==> src/inc/spp_defs.svh <==
// Constants for the serial peripheral port: field positions, reset values and timing figures
`ifndef SPP_DEFS_SVH
`define SPP_DEFS_SVH

`define SPP_GCR_CTRL_SEL_BIT   0
`define SPP_FMT_PHASE_BIT      16
`define SPP_FMT_POL_BIT        17
`define SPP_FMT_PS_HI          15
`define SPP_FMT_PS_LO          8
`define SPP_WORD_BITS          16
`define SPP_MIN_SCLK_NS        25
`define SPP_SYS_PERIOD_NS      20
`define SPP_MIN_SCLK_CYC       ((`SPP_MIN_SCLK_NS + `SPP_SYS_PERIOD_NS - 1) / `SPP_SYS_PERIOD_NS)
`define SPP_TX_RESET           16'h0000

`endif

==> src/inc/spp_pkg.sv <==
// Types shared by the serial peripheral port modules
package spp_pkg;
    typedef logic [15:0] spp_word_t;
    typedef logic [7:0]  spp_ps_t;
endpackage : spp_pkg

==> src/inc/spp_edge_if.sv <==
// Synchronised serial pin levels and edge strobes between detector and shifter
`timescale 1ns/10ps
interface spp_edge_if;
    logic sclk_rise;
    logic sclk_fall;
    logic sel_active;
    logic mosi;
    modport det (output sclk_rise, output sclk_fall, output sel_active, output mosi);
    modport use_side (input sclk_rise, input sclk_fall, input sel_active, input mosi);
endinterface : spp_edge_if

==> src/hw/spp_pin_sync.sv <==
// Two-flop synchronisers for the serial pins plus clock edge detection
`timescale 1ns/10ps
module spp_pin_sync (
    input  wire logic  clk_sys_i,
    input  wire logic  rst_n_i,
    input  wire logic  sclk_i,
    input  wire logic  cs_n_i,
    input  wire logic  mosi_i,
    spp_edge_if.det    edge_o
);
    logic [2:0] meta_r;
    logic [2:0] sync_r;
    logic       sclk_d_r;

    ////////////////////////////////////////////////////////////////////////////
    // First stage is read only by the second stage
    always_ff @(posedge clk_sys_i) begin
        if (!rst_n_i) begin
            // Preset to the idle pin levels with the clock low, so no false clock edge follows reset while the idle clock is low
            meta_r   <= 3'h2;
            sync_r   <= 3'h2;
            sclk_d_r <= 1'b0;
        end else begin
            meta_r   <= {sclk_i, cs_n_i, mosi_i};
            sync_r   <= meta_r;
            sclk_d_r <= sync_r[2];
        end
    end

    // Edges from the settled clock level only
    assign edge_o.sclk_rise  = sync_r[2] & ~sclk_d_r;
    assign edge_o.sclk_fall  = ~sync_r[2] & sclk_d_r;
    assign edge_o.sel_active = ~sync_r[1];
    assign edge_o.mosi       = sync_r[0];
endmodule : spp_pin_sync

==> src/hw/spp_port.sv <==
// Peripheral-role synchronous serial port, 16-bit words framed by chip select
`timescale 1ns/10ps
`include "spp_defs.svh"

// Summary of operation
// Peripheral role when controller-select bit is clear
// Clock and inbound data in, outbound data out
// Bit 16 selects clock phase
// Bit 17 selects idle clock polarity
// Prescale bits 15:8 bound host clock period
// Prescale zero: host period two system clocks
// Launch edge set by polarity xor phase
// Capture edge opposite the launch edge
// Host waits two clocks after select
// Host frames every 16-bit word separately
// Inactive select clears counter, releases output
module spp_port (
    input  wire logic              clk_sys_i,
    input  wire logic              rst_n_i,
    input  wire logic [31:0]       serial_global_control_reg_i,
    input  wire logic [31:0]       frame_format_reg_i,
    input  wire logic              serial_clock_line_i,
    input  wire logic              cs_n_i,
    input  wire logic              ctrl_to_periph_data_i,
    input  wire spp_pkg::spp_word_t tx_word_i,
    output logic                   periph_to_ctrl_data_o,
    output logic                   periph_to_ctrl_data_oe_o,
    output spp_pkg::spp_word_t     rx_word_o,
    output logic                   rx_valid_o,
    output logic                   tx_taken_o,
    output logic                   sclk_too_fast_o
);
    import spp_pkg::*;

    spp_edge_if ev ();
    logic [4:0]  bit_cnt_r;
    spp_word_t   sh_rx_r;
    spp_word_t   sh_tx_r;
    logic        out_r;
    logic        oe_r;
    spp_word_t   rx_r;
    logic        rxv_r;
    logic        taken_r;
    logic [8:0]  per_cnt_r;
    logic        fast_r;
    logic        seen_edge_r;

    ////////////////////////////////////////////////////////////////////////////
    // Pin synchronisation; data sees two flops of latency
    spp_pin_sync u_sync (
        .clk_sys_i (clk_sys_i),
        .rst_n_i   (rst_n_i),
        .sclk_i    (serial_clock_line_i),
        .cs_n_i    (cs_n_i),
        .mosi_i    (ctrl_to_periph_data_i),
        .edge_o    (ev)
    );

    ////////////////////////////////////////////////////////////////////////////
    // Configuration decode
    wire       periph_en = ~serial_global_control_reg_i[`SPP_GCR_CTRL_SEL_BIT];
    wire       phase     = frame_format_reg_i[`SPP_FMT_PHASE_BIT];
    wire       pol       = frame_format_reg_i[`SPP_FMT_POL_BIT];
    spp_ps_t   ps;
    assign ps = frame_format_reg_i[`SPP_FMT_PS_HI:`SPP_FMT_PS_LO];
    // Launch on rise when polarity equals phase, capture on the other edge
    wire       launch_rise = (pol == phase);
    wire       launch_ev = launch_rise ? ev.sclk_rise : ev.sclk_fall;
    wire       cap_ev    = launch_rise ? ev.sclk_fall : ev.sclk_rise;
    wire       active    = periph_en & ev.sel_active;
    wire       last_bit  = (bit_cnt_r == 5'(`SPP_WORD_BITS - 1));
    // Minimum legal period in system clocks; zero prescale means exactly two
    wire [8:0] min_per   = (ps == 8'h00) ? 9'h002 : ({1'b0, ps} + 9'h001);
    wire [8:0] ns_floor  = 9'(`SPP_MIN_SCLK_CYC);
    wire [8:0] need_per  = (min_per > ns_floor) ? min_per : ns_floor;
    // The MSB stands from select in every mode; a launch edge before the first capture is ignored
    wire       launch_ok = (bit_cnt_r != 5'h00);

    ////////////////////////////////////////////////////////////////////////////
    // Shift engine; idle select reloads the word and releases the line
    always_ff @(posedge clk_sys_i) begin
        if (!rst_n_i) begin
            bit_cnt_r <= 5'h00;
            sh_rx_r   <= `SPP_TX_RESET;
            sh_tx_r   <= `SPP_TX_RESET;
            out_r     <= 1'b0;
            oe_r      <= 1'b0;
            rx_r      <= `SPP_TX_RESET;
            rxv_r     <= 1'b0;
            taken_r   <= 1'b0;
        end else if (!active) begin
            bit_cnt_r <= 5'h00;
            sh_tx_r   <= tx_word_i;
            out_r     <= tx_word_i[15];
            oe_r      <= 1'b0;
            rxv_r     <= 1'b0;
            taken_r   <= 1'b0;
        end else begin
            oe_r    <= 1'b1;
            rxv_r   <= 1'b0;
            taken_r <= 1'b0;
            if (launch_ev && launch_ok) begin
                out_r   <= sh_tx_r[14];
                sh_tx_r <= {sh_tx_r[14:0], 1'b0};
                if (bit_cnt_r == 5'h01) begin
                    taken_r <= 1'b1;
                end
            end
            if (cap_ev) begin
                sh_rx_r   <= {sh_rx_r[14:0], ev.mosi};
                bit_cnt_r <= last_bit ? 5'h00 : bit_cnt_r + 5'h01;
                if (last_bit) begin
                    rx_r  <= {sh_rx_r[14:0], ev.mosi};
                    rxv_r <= 1'b1;
                end
            end
        end
    end

    ////////////////////////////////////////////////////////////////////////////
    // Period monitor: flags host clock faster than the prescale allows
    always_ff @(posedge clk_sys_i) begin
        if (!rst_n_i) begin
            per_cnt_r   <= 9'h000;
            fast_r      <= 1'b0;
            seen_edge_r <= 1'b0;
        end else if (!active) begin
            per_cnt_r   <= 9'h000;
            seen_edge_r <= 1'b0;
        end else if (ev.sclk_rise) begin
            per_cnt_r   <= 9'h001;
            seen_edge_r <= 1'b1;
            if (seen_edge_r && per_cnt_r < need_per) begin
                fast_r <= 1'b1;
            end
        end else if (per_cnt_r != 9'h1ff) begin
            per_cnt_r <= per_cnt_r + 9'h001;
        end
    end

    assign periph_to_ctrl_data_o    = out_r;
    assign periph_to_ctrl_data_oe_o = oe_r;
    assign rx_word_o                = rx_r;
    assign rx_valid_o               = rxv_r;
    assign tx_taken_o               = taken_r;
    assign sclk_too_fast_o          = fast_r;
endmodule : spp_port

==> config.mk <==
export PLATFORM = sky130hd
export DESIGN_NAME = spp_port
export DESIGN_NICKNAME = d
export VERILOG_FILES = /design/src/inc/spp_pkg.sv /design/src/inc/spp_edge_if.sv /design/src/hw/spp_pin_sync.sv /design/src/hw/spp_port.sv
export VERILOG_INCLUDE_DIRS = /design/src /design/src/inc
export SDC_FILE = /design/constraint.sdc
export NUM_CORES = 1
export LEC_CHECK = 0
export BUFFER_PORTS_ARGS = -buffer_cell sky130_fd_sc_hd__clkbuf_2
export CAP_MARGIN = 40
export CORE_ASPECT_RATIO = 0.6
export CORE_MARGIN = 5
export CORE_UTILIZATION = 55
export DETAILED_ROUTE_END_ITERATION = 6
export PLACE_DENSITY = 0.85
export SLEW_MARGIN = 20
export SYNTH_ARGS = -nofsm -noshare
export SYNTH_HDL_FRONTEND = slang
export SYNTH_SLANG_ARGS = --single-unit
==> constraint.sdc <==
create_clock -name clk_sys_i -period 6.1 [get_ports clk_sys_i]
set_clock_uncertainty 0.2 [all_clocks]
set_input_delay 1.22 -clock clk_sys_i [delete_from_list [all_inputs] [get_ports clk_sys_i]]
set_output_delay 1.22 -clock clk_sys_i [all_outputs]
set_load 0.05 [all_outputs]
* Yosys cells after proc, flatten, opt, wreduce, memory -nomap -nowiden *
Cells that the tools add are included.
Widths: inputs -> output; s select.

cells by class
  order comparisons = 2
  add/subtract/negate cells = 3
  eq/ne operators = 5
  reduce and logical (&&, ||, !) cells = 12
  mux-type cells = 14
  bitwise operators = 9

operators with widths
  kind                 count
  $mux 15              2
  $mux 9               2
  $reduce_and 3->1     4
  $add 8x1->9 const B  1
  $add 9x1->9 const B  1
  $gt 9x2->1 const B   1
  $lt 9x9->1           1
  $mux 1               9
  $ne 9x9->1 const B   1
  $logic_not 8->1      1
  $not 1->1            6
  $add 5x1->5 const B  1
  $eq 5x1->1 const B   1
  $eq 5x4->1 const B   1
  $mux 5               1
  $reduce_bool 5->1    1
  $reduce_and 2->1     2
  $and 1x1->1          3
  $reduce_or 3->1      1
  $logic_and 1x1->1    2
  $ne 2x1->1 const B   1
  $reduce_bool 2->1    1
  $eq 1x1->1           1

storage, ports and cells
  register bits = 73
  input port bits = 85
  output and inout port bits = 21

* Logic depth before layout (Yosys ltp) *
Gate-level depths: netlist of the first run.

  depth after elaboration = 7
  gate-level depth with buffers = 12
  gate-level depth less buffers = 12

* Cells and area by module *
A second synthesis of the first run with hierarchy kept.

unflattened totals
  cells, all modules = 378
  area total of the unflattened synthesis = 3326.9 um^2

modules (own cells, without submodules)
  module        cells each  instances  area each (um^2)
  spp_port      361         1          3126.7
  spp_pin_sync  17          1          200.2

* Worst setup path after synthesis of the first run *
No wires, ideal clock.

  path kind = in2reg
  start = input frame_format_reg_i[10]
  end = register fast_r, in the netlist sclk_too_fast_o
  library setup time = 0.132 ns
  path slack = 2.619 ns
  arrival time = 3.148 ns
  buffers on the path = 1
  stages on the path = 11
  path through = clkbuf_1 > nand3_1 > nor2_1 > mux2_2 > nor4b_1 > a211oi_1 > ha_1 > and4_1 > nand2_1 > a22oi_1 > o21ai_0

between the ends
  cells in the longest elaborated chain, start to end = 7

ends and longest elaborated chain
  item                                                   line             RTL
  start: declaration                                     spp_port.sv:21   input wire logic [31:0] frame_format_reg_i,
  $add 8x1->9 / $logic_not 8->1 (equally long branches)  spp_port.sv:73   wire [8:0] min_per = (ps == 8'h00) ? 9'h002 : ({1'b0, ps} + 9'h001);
  $mux 9 *                                               spp_port.sv:73
  $gt 9x2->1                                             spp_port.sv:75   wire [8:0] need_per = (min_per > ns_floor) ? min_per : ns_floor;
  $mux 9 *                                               spp_port.sv:75
  $lt 9x9->1 *                                           spp_port.sv:133  if (seen_edge_r && per_cnt_r < need_per) begin
  $logic_and 1x1->1 *                                    spp_port.sv:133
  $reduce_and 3->1 (no source line) *                    n/a
  end signal: assignment                                 spp_port.sv:125  fast_r <= 1'b0;
  end signal: assignment                                 spp_port.sv:134  fast_r <= 1'b1;
  end: declaration                                       spp_port.sv:45   logic fast_r;

Mark *: on every way between the ends. The rest lies on a longest branch, timed or not.
A chain may end at the register's enable or synchronous reset.

* Worst setup path after layout of the first run *
  start = input frame_format_reg_i[8]
  end = register fast_r, in the netlist sclk_too_fast_o

The elaborated chain is that of the path after synthesis.

==> results.py, run 1 <==
metrics = {
    "clock_tree": {
        "cts_tree": "done",
        "cts_root_buf": "clkbuf_8",
        "cts_setup_buffers": 0,
        "clock-sinks": 73,
        "cts_resized": 0,
        "cts.htree.levels": 3,
        "cts_max_path_buffers": 2,
        "cts_made_buffers": 9,
        "insertion_delay_ns": 0.34,
        "path_clk_slew_ns": 0.07,
        "postCtsHoldBufs": 0,
    },
    "logic_synthesis": {
        "syn-num-nets": 478,
        "synth_cell_type_count": 45,
        "synth-seq-cells": 73,
        "syn_inst": 378,
        "yosysWarningCount": 0,
        "avgSynthCellArea_sq_um": 8.858,
        "synth-main-ff-cell": "dfxtp_1",
        "synth_top_area_share_pct": 43.65,
        "synthArstFlopShare_pct": 0,
        "synth_area_sq_mm": 0.003348,
        "synth.area.top_cells": "dfxtp_1 44%, nand2_1 9.0%, a21boi_0 5.8%",
        "synth_edf_count": 0,
        "ys_seq_area_share_pct": 43.65,
        "synth_area_leader_cell": "dfxtp_1",
    },
    "sta": {
        "tns_ns": 0,
        "rsz0062_at_grt": "false",
        "finalMaxSlewViolations": 0,
        "final_hold_viol_count": 0,
        "setup_viol": 0,
        "final.period_utilization_pct": 56.53,
        "worst_pin_slew_ns": 0.5978,
        "period_needed_ns": 3.448,
        "max_freq_mhz": 290.0,
        "relSlewSlack_pct": 59.01,
    },
    "route": {
        "vias": 2688,
        "drt-total-wl_um": 6703,
        "dr.pass1.iters": 4,
        "drtIter0Drc": 183,
        "post_drt_via_cell_ratio": 5.230,
        "drc": 0,
        "antenna_left": 0,
        "wl_per_cell_um": 13.04,
    },
    "final_layout": {
        "final_nets": 525,
        "multi_input_area_sq_mm": 0.001760,
        "syn_to_final_growth_pct": 15.40,
        "nFillCells": 502,
        "instances_no_fill": 514,
        "final_layout_size_suffix_gt1_share_pct": 18.14,
        "final_common_cell": "nand2_1",
        "utilization_pct": 64.39,
        "register_area_sq_mm": 0.001461,
        "antennaDiodeCount": 0,
        "final_cell_mix": "80 x nand2_1, 73 x dfxtp_1, 52 x clkbuf_2",
    },
    "floorplanning": {
        "die_w_um": 110.7,
        "core_sq_mm": 0.006001,
        "die_h_um": 70.44,
        "pin_count": 106,
        "rows": 22,
        "die_area_sq_mm": 0.007799,
        "start_util_pct": 55.80,
    },
    "setup_path": {
        "worst-r2r-cell-count": 7,
        "crit_arrival_ns": 3.50,
        "critPathTopFamily": "compound AO/OA/AOI/OAI gates",
        "crit_type": "in -> reg",
        "crit_path_start_kind": "input port",
        "critical-path-max-stage-delay_ns": 0.37,
        "endpoint_kind": "register",
        "path_max_fanout": 7,
        "cp_slowest_cell": "nor4b_1",
        "cp_cell_sequence": "clkbuf_2 > ha_1 > nand3_1 > nand2_1 > mux2_2 > nor4b_1 > a211oi_1 > ha_1 > a21oi_1 > o21ai_0 > a21oi_1 > nand3_1 > o21ai_0",
        "cp_num_buf_inv": 1,
        "worst_ep_required_time_ns": 6.16,
        "path_depth": 13,
    },
    "job": {
        "max_cap_viol_count": 0,
    },
    "grt": {
        "grt.total_usage_pct": 17.54,
        "grt_max_degree": 58,
        "grt_pass1_vias": 2438,
        "grt_overflow": 0,
        "antenna_found_initial": 0,
        "grt_pass1_wl_um": 11080,
    },
    "status": {
        "status": "finished clean",
    },
    "place": {
        "numPortBuffers": 52,
        "gp_congestion": 0.9024,
        "dpl.cell_count": 496,
        "dpl.hpwl_um": 4942,
    },
    "pwr": {
        "p_leak_uw": 0.001505,
        "vdd_ir_drop_max_uv": 160.5,
        "p_per_area_mw_per_mm2": 245.0,
    },
    "min_path": {
        "holdCritPathClass": "reg -> reg",
        "worstHoldPathCells": 1,
    },
}
## Yosys cell counts (all sizes together), types with 2 or more instances
cell type  instances
a211oi             2
ha                15
xor2              10
nor4b              2
o21ai             20
xnor2              5
nor2              19
a21oi             27
nand3             13
and2               9
inv                5
nor3               3
nor2b              2
and3               2
and4               3
a21boi            31
buf                6
mux2i             18
or3                2
dfxtp             73
mux2               2
clkbuf            13
nand2             80
nand2b             3
## path summary, 6_finish.rpt
path	start	to	slack (ns)
worst max-delay path	frame_format_reg_i[8]	sclk_too_fast_o	2.65
worst min-delay path	u_sync.meta_r[1]	u_sync.sync_r[1]	0.22
worst max register to register	u_sync.sync_r[1]	sclk_too_fast_o	3.90
worst min register to register	u_sync.meta_r[1]	u_sync.sync_r[1]	0.22
## flip-flops by register name (all words and copies together) (netlist names)
register                  flops
bit_cnt_r                     5
u_sync.sclk_d_r               1
periph_to_ctrl_data_oe_o      1
rx_word_o                    16
u_sync.sync_r                 3
rx_valid_o                    1
sh_tx_r                      15
u_sync.meta_r                 3
sclk_too_fast_o               1
periph_to_ctrl_data_o         1
seen_edge_r                   1
per_cnt_r                     9
sh_rx_r                      15
tx_taken_o                    1
## where the power goes
part	internal [uW]	leakage [uW]	switching, uW
clock network	230	0.0000995	166
registers	485	0.000594	4.60
logic	27.6	0.000811	33.7
total	743	0.00150	204
## cell families after synthesis
group,Yosys count,synth area share [%]
DFF,73,43.65
AOI/OAI and AO/OA,86,16.41
buffers and inverters,24,3.849
xor gates and xnor gates,15,4.148
and+or+nand+nor,145,20.29
muxes,20,6.054
adders and majority gates,15,5.605
## routing by layer
metal | GRT usage, % | routed length (um)
met5 | 0 | 0
met4 | 6.284 | 60
met3 | 7.013 | 488
met2 | 26.55 | 2909
met1 | 22.65 | 3245
## through the flow
| stage | instance area, sq um | hold WS, ns | total power, uW | worst slack, ns |
|---|---|---|---|---|
| detailed placement | 3617 | 0.2029 | 561.0 | 2.363 |
| global placement | 3606 | 0.1929 | 558.0 | 2.424 |
| CTS | 3829 | 0.2203 | 956.9 | 2.702 |
| finish | 3864 | 0.2203 | 946.6 | 2.652 |
| floorplan | 3348 | 0.1863 | 539.8 | 2.619 |
| global route | 3864 | 0.2352 | 988.7 | 2.381 |
## area by class of cell
cell class                 count  share of cell area [%]
timing repair buffer          55                   7.934
tap                           84                   2.720
clock inverter                 5                   2.073
clock buffer                  11                   3.400
sequential                    73                   37.82
multi-input combinational    281                   45.56
inverter                       5                  0.4858
## worst reg2reg max path, delay by kind of cell, from the launching register on
family / cells / cell delay, ns
AOI/OAI and AO/OA: 3 / 0.53
DFF: 1 / 0.35
buffers and inverters: 1 / 0.22
and+or+nand+nor: 3 / 0.81
(Power assumes the default switching activity.)
==> inputs of run 2 (changes only) <==
--- a/config.mk
+++ b/config.mk
@@ -10,9 +10,9 @@
 export CAP_MARGIN = 40
 export CORE_ASPECT_RATIO = 0.6
 export CORE_MARGIN = 5
-export CORE_UTILIZATION = 55
+export CORE_UTILIZATION = 46
 export DETAILED_ROUTE_END_ITERATION = 6
-export PLACE_DENSITY = 0.85
+export PLACE_DENSITY = 0.76
 export SLEW_MARGIN = 20
 export SYNTH_ARGS = -nofsm -noshare
 export SYNTH_HDL_FRONTEND = slang
==> constraint.sdc (replaced) <==
create_clock -name clk_sys_i -period 2.9 [get_ports clk_sys_i]
set_clock_uncertainty 0.2 [all_clocks]
set_input_delay 0.58 -clock clk_sys_i [delete_from_list [all_inputs] [get_ports clk_sys_i]]
set_output_delay 0.58 -clock clk_sys_i [all_outputs]
set_load 0.05 [all_outputs]
==> run 2 against run 1 <==
Via count grew 0.19%; worst hold slack gained 0.0041 ns; count of clock-buffer cells in the layout is the same; total power grew 130%; critical endpoint unchanged; largest power group unchanged; critical path type unchanged.
==> results.py, run 2 (synthesis results as in run 1) <==
metrics = {
    "setup_path": {
        "crit_arrival_ns": 2.65,
        "crit_path_start": "frame_format_reg_i[9]",
        "cp_cell_sequence": "clkbuf_2 > buf_4 > inv_1 > ha_1 > a21oi_1 > a21oi_1 > nor4b_2 > a211oi_1 > ha_1 > a21oi_1 > o21ai_0 > a21oi_1 > nand3_1 > o21ai_0",
        "path_depth": 14,
        "path_max_fanout": 4,
        "cp_num_buf_inv": 3,
        "worst-r2r-cell-count": 8,
        "worst_ep_required_time_ns": 2.95,
        "endpoint_kind": "register",
        "critical-path-max-stage-delay_ns": 0.32,
        "r2r-start": "per_cnt_r[2]",
        "critPathTopFamily": "compound AO/OA/AOI/OAI gates",
        "cp_slowest_cell": "nor4b_2",
        "crit_top_cell": "a21oi_1",
        "crit_type": "in -> reg",
        "crit_path_start_kind": "input port",
    },
    "grt": {
        "grt_max_degree": 57,
        "grt_pass1_vias": 2555,
        "grt_pass1_wl_um": 11790,
        "grt_overflow": 0,
        "grt.total_usage_pct": 15.80,
        "antenna_found_initial": 0,
    },
    "route": {
        "post_drt_via_cell_ratio": 5.043,
        "antenna_left": 0,
        "wl_per_cell_um": 12.85,
        "drtIter0Drc": 158,
        "drt-total-wl_um": 6861,
        "vias": 2693,
        "dr.pass1.iters": 4,
        "drc": 0,
    },
    "status": {
        "status": "finished clean",
    },
    "place": {
        "place_ws_ns": -0.1784,
        "dpl.hpwl_um": 4997,
        "gp_congestion": 0.8500,
        "numPortBuffers": 52,
    },
    "clock_tree": {
        "cts.htree.levels": 3,
        "cts_tree": "done",
        "cts_max_path_buffers": 2,
        "clock-sinks": 73,
        "postCtsHoldBufs": 0,
        "path_clk_slew_ns": 0.05,
        "cts_made_buffers": 9,
        "cts_root_buf": "clkbuf_16",
        "insertion_delay_ns": 0.32,
    },
    "sta": {
        "final.period_utilization_pct": 89.76,
        "setup_viol": 0,
        "period_needed_ns": 2.603,
        "max_freq_mhz": 384.2,
        "worst_pin_slew_ns": 0.6664,
        "tns_ns": 0,
        "relSlewSlack_pct": 54.30,
        "layout_setup_ws_ns": 0.2969,
        "finalMaxSlewViolations": 0,
        "final_hold_viol_count": 0,
    },
    "pwr": {
        "p_per_area_mw_per_mm2": 546.2,
        "vdd_ir_drop_max_uv": 270.1,
        "p_leak_uw": 0.001606,
    },
    "job": {
        "max_cap_viol_count": 0,
    },
    "floorplanning": {
        "start_util_pct": 46.65,
        "die_w_um": 120.1,
        "core_sq_mm": 0.007177,
        "rows": 24,
        "die_area_sq_mm": 0.009141,
        "pin_count": 106,
        "die_h_um": 76.09,
    },
    "min_path": {
        "holdCritPathClass": "reg -> reg",
        "min_from": "u_sync.meta_r[1]",
        "worstHoldPathCells": 1,
    },
    "final_layout": {
        "utilization_pct": 56.14,
        "final_layout_size_suffix_gt1_share_pct": 20.99,
        "syn_to_final_growth_pct": 20.33,
        "final_cell_mix": "80 x nand2_1, 73 x dfxtp_1, 52 x clkbuf_2",
        "nFillCells": 645,
        "final_nets": 539,
        "antennaDiodeCount": 0,
        "largest_reg_flops": 16,
        "final_common_cell": "nand2_1",
    },
}
[run 2: cell types whose count changed in the layout (fill, tap and decap cells not counted), sizes merged]
cell      previous run  this run
clkinv               1         3
clkinvlp             2         0
bufinv               2         1
buf                  3        17
[run 2: cell type report]
| cell class | instances | area (sq um) | area share [%] |
|---|---|---|---|
| flip-flops and latches | 73 | 1461 | 36.27 |
| inverters | 5 | 18.77 | 0.4658 |
| well taps | 91 | 113.9 | 2.826 |
| repair buffers | 69 | 387.9 | 9.627 |
| clock inverters | 4 | 45.04 | 1.118 |
| multi-input cells | 281 | 1769 | 43.91 |
| clock buffers | 11 | 232.7 | 5.776 |
[run 2: path summary, 6_finish.rpt]
| check | slack, ns | to |
|---|---|---|
| worst max-delay path | 0.30 | sclk_too_fast_o |
| worst min-delay path | 0.22 | u_sync.sync_r[1] |
| worst max register to register | 0.81 | per_cnt_r[7] |
| worst min register to register | 0.22 | u_sync.sync_r[1] |
[run 2: per-layer routing]
metal / global-route usage, % / vias up / wire [um]
li1: - / 1415 / -
met3: 5.935 / 9 / 398
met5: 0 / - / 0
met4: 4.800 / 0 / 74
met2: 23.36 / 54 / 3041
met1: 21.38 / 1215 / 3347
[run 2: worst register-to-register path: stages (launching register included)]
cell,delay (ns)
dfxtp_1,0.41
and3_1,0.21
nand3_1,0.12
nor2_1,0.12
ha_1,0.34
and4b_1,0.27
nand3_1,0.10
xor2_1,0.14
nor2_1,0.05
[run 2: report_power, final]
group / total (uW) / internal [uW] / switching (uW) / leakage, uW
clock network: 1030 / 656 / 373 / 0.000139
registers: 1030 / 1020 / 9.64 / 0.000594
logic: 139 / 65.8 / 73.1 / 0.000873
total: 2200 / 1740 / 456 / 0.00161
[run 2: metrics by stage]
stage | total power [uW] | instance area (sq um) | hold WS [ns] | cells
after global routing | 2299 | 4029 | 0.2455 | 534
after floorplan | 1135 | 3348 | 0.1863 | 378
final | 2201 | 4029 | 0.2244 | 534
after CTS | 2221 | 4020 | 0.2302 | 534
after detailed placement | 1191 | 3742 | 0.1963 | 519
after global placement | 1187 | 3742 | 0.1940 | 519
[run 2: repair_timing]
item / 4_1_cts / 5_1_grt
resized for setup: 0 / 2
setup buffers: 0 / 0
endpoints found under the setup margin: 0 / 1
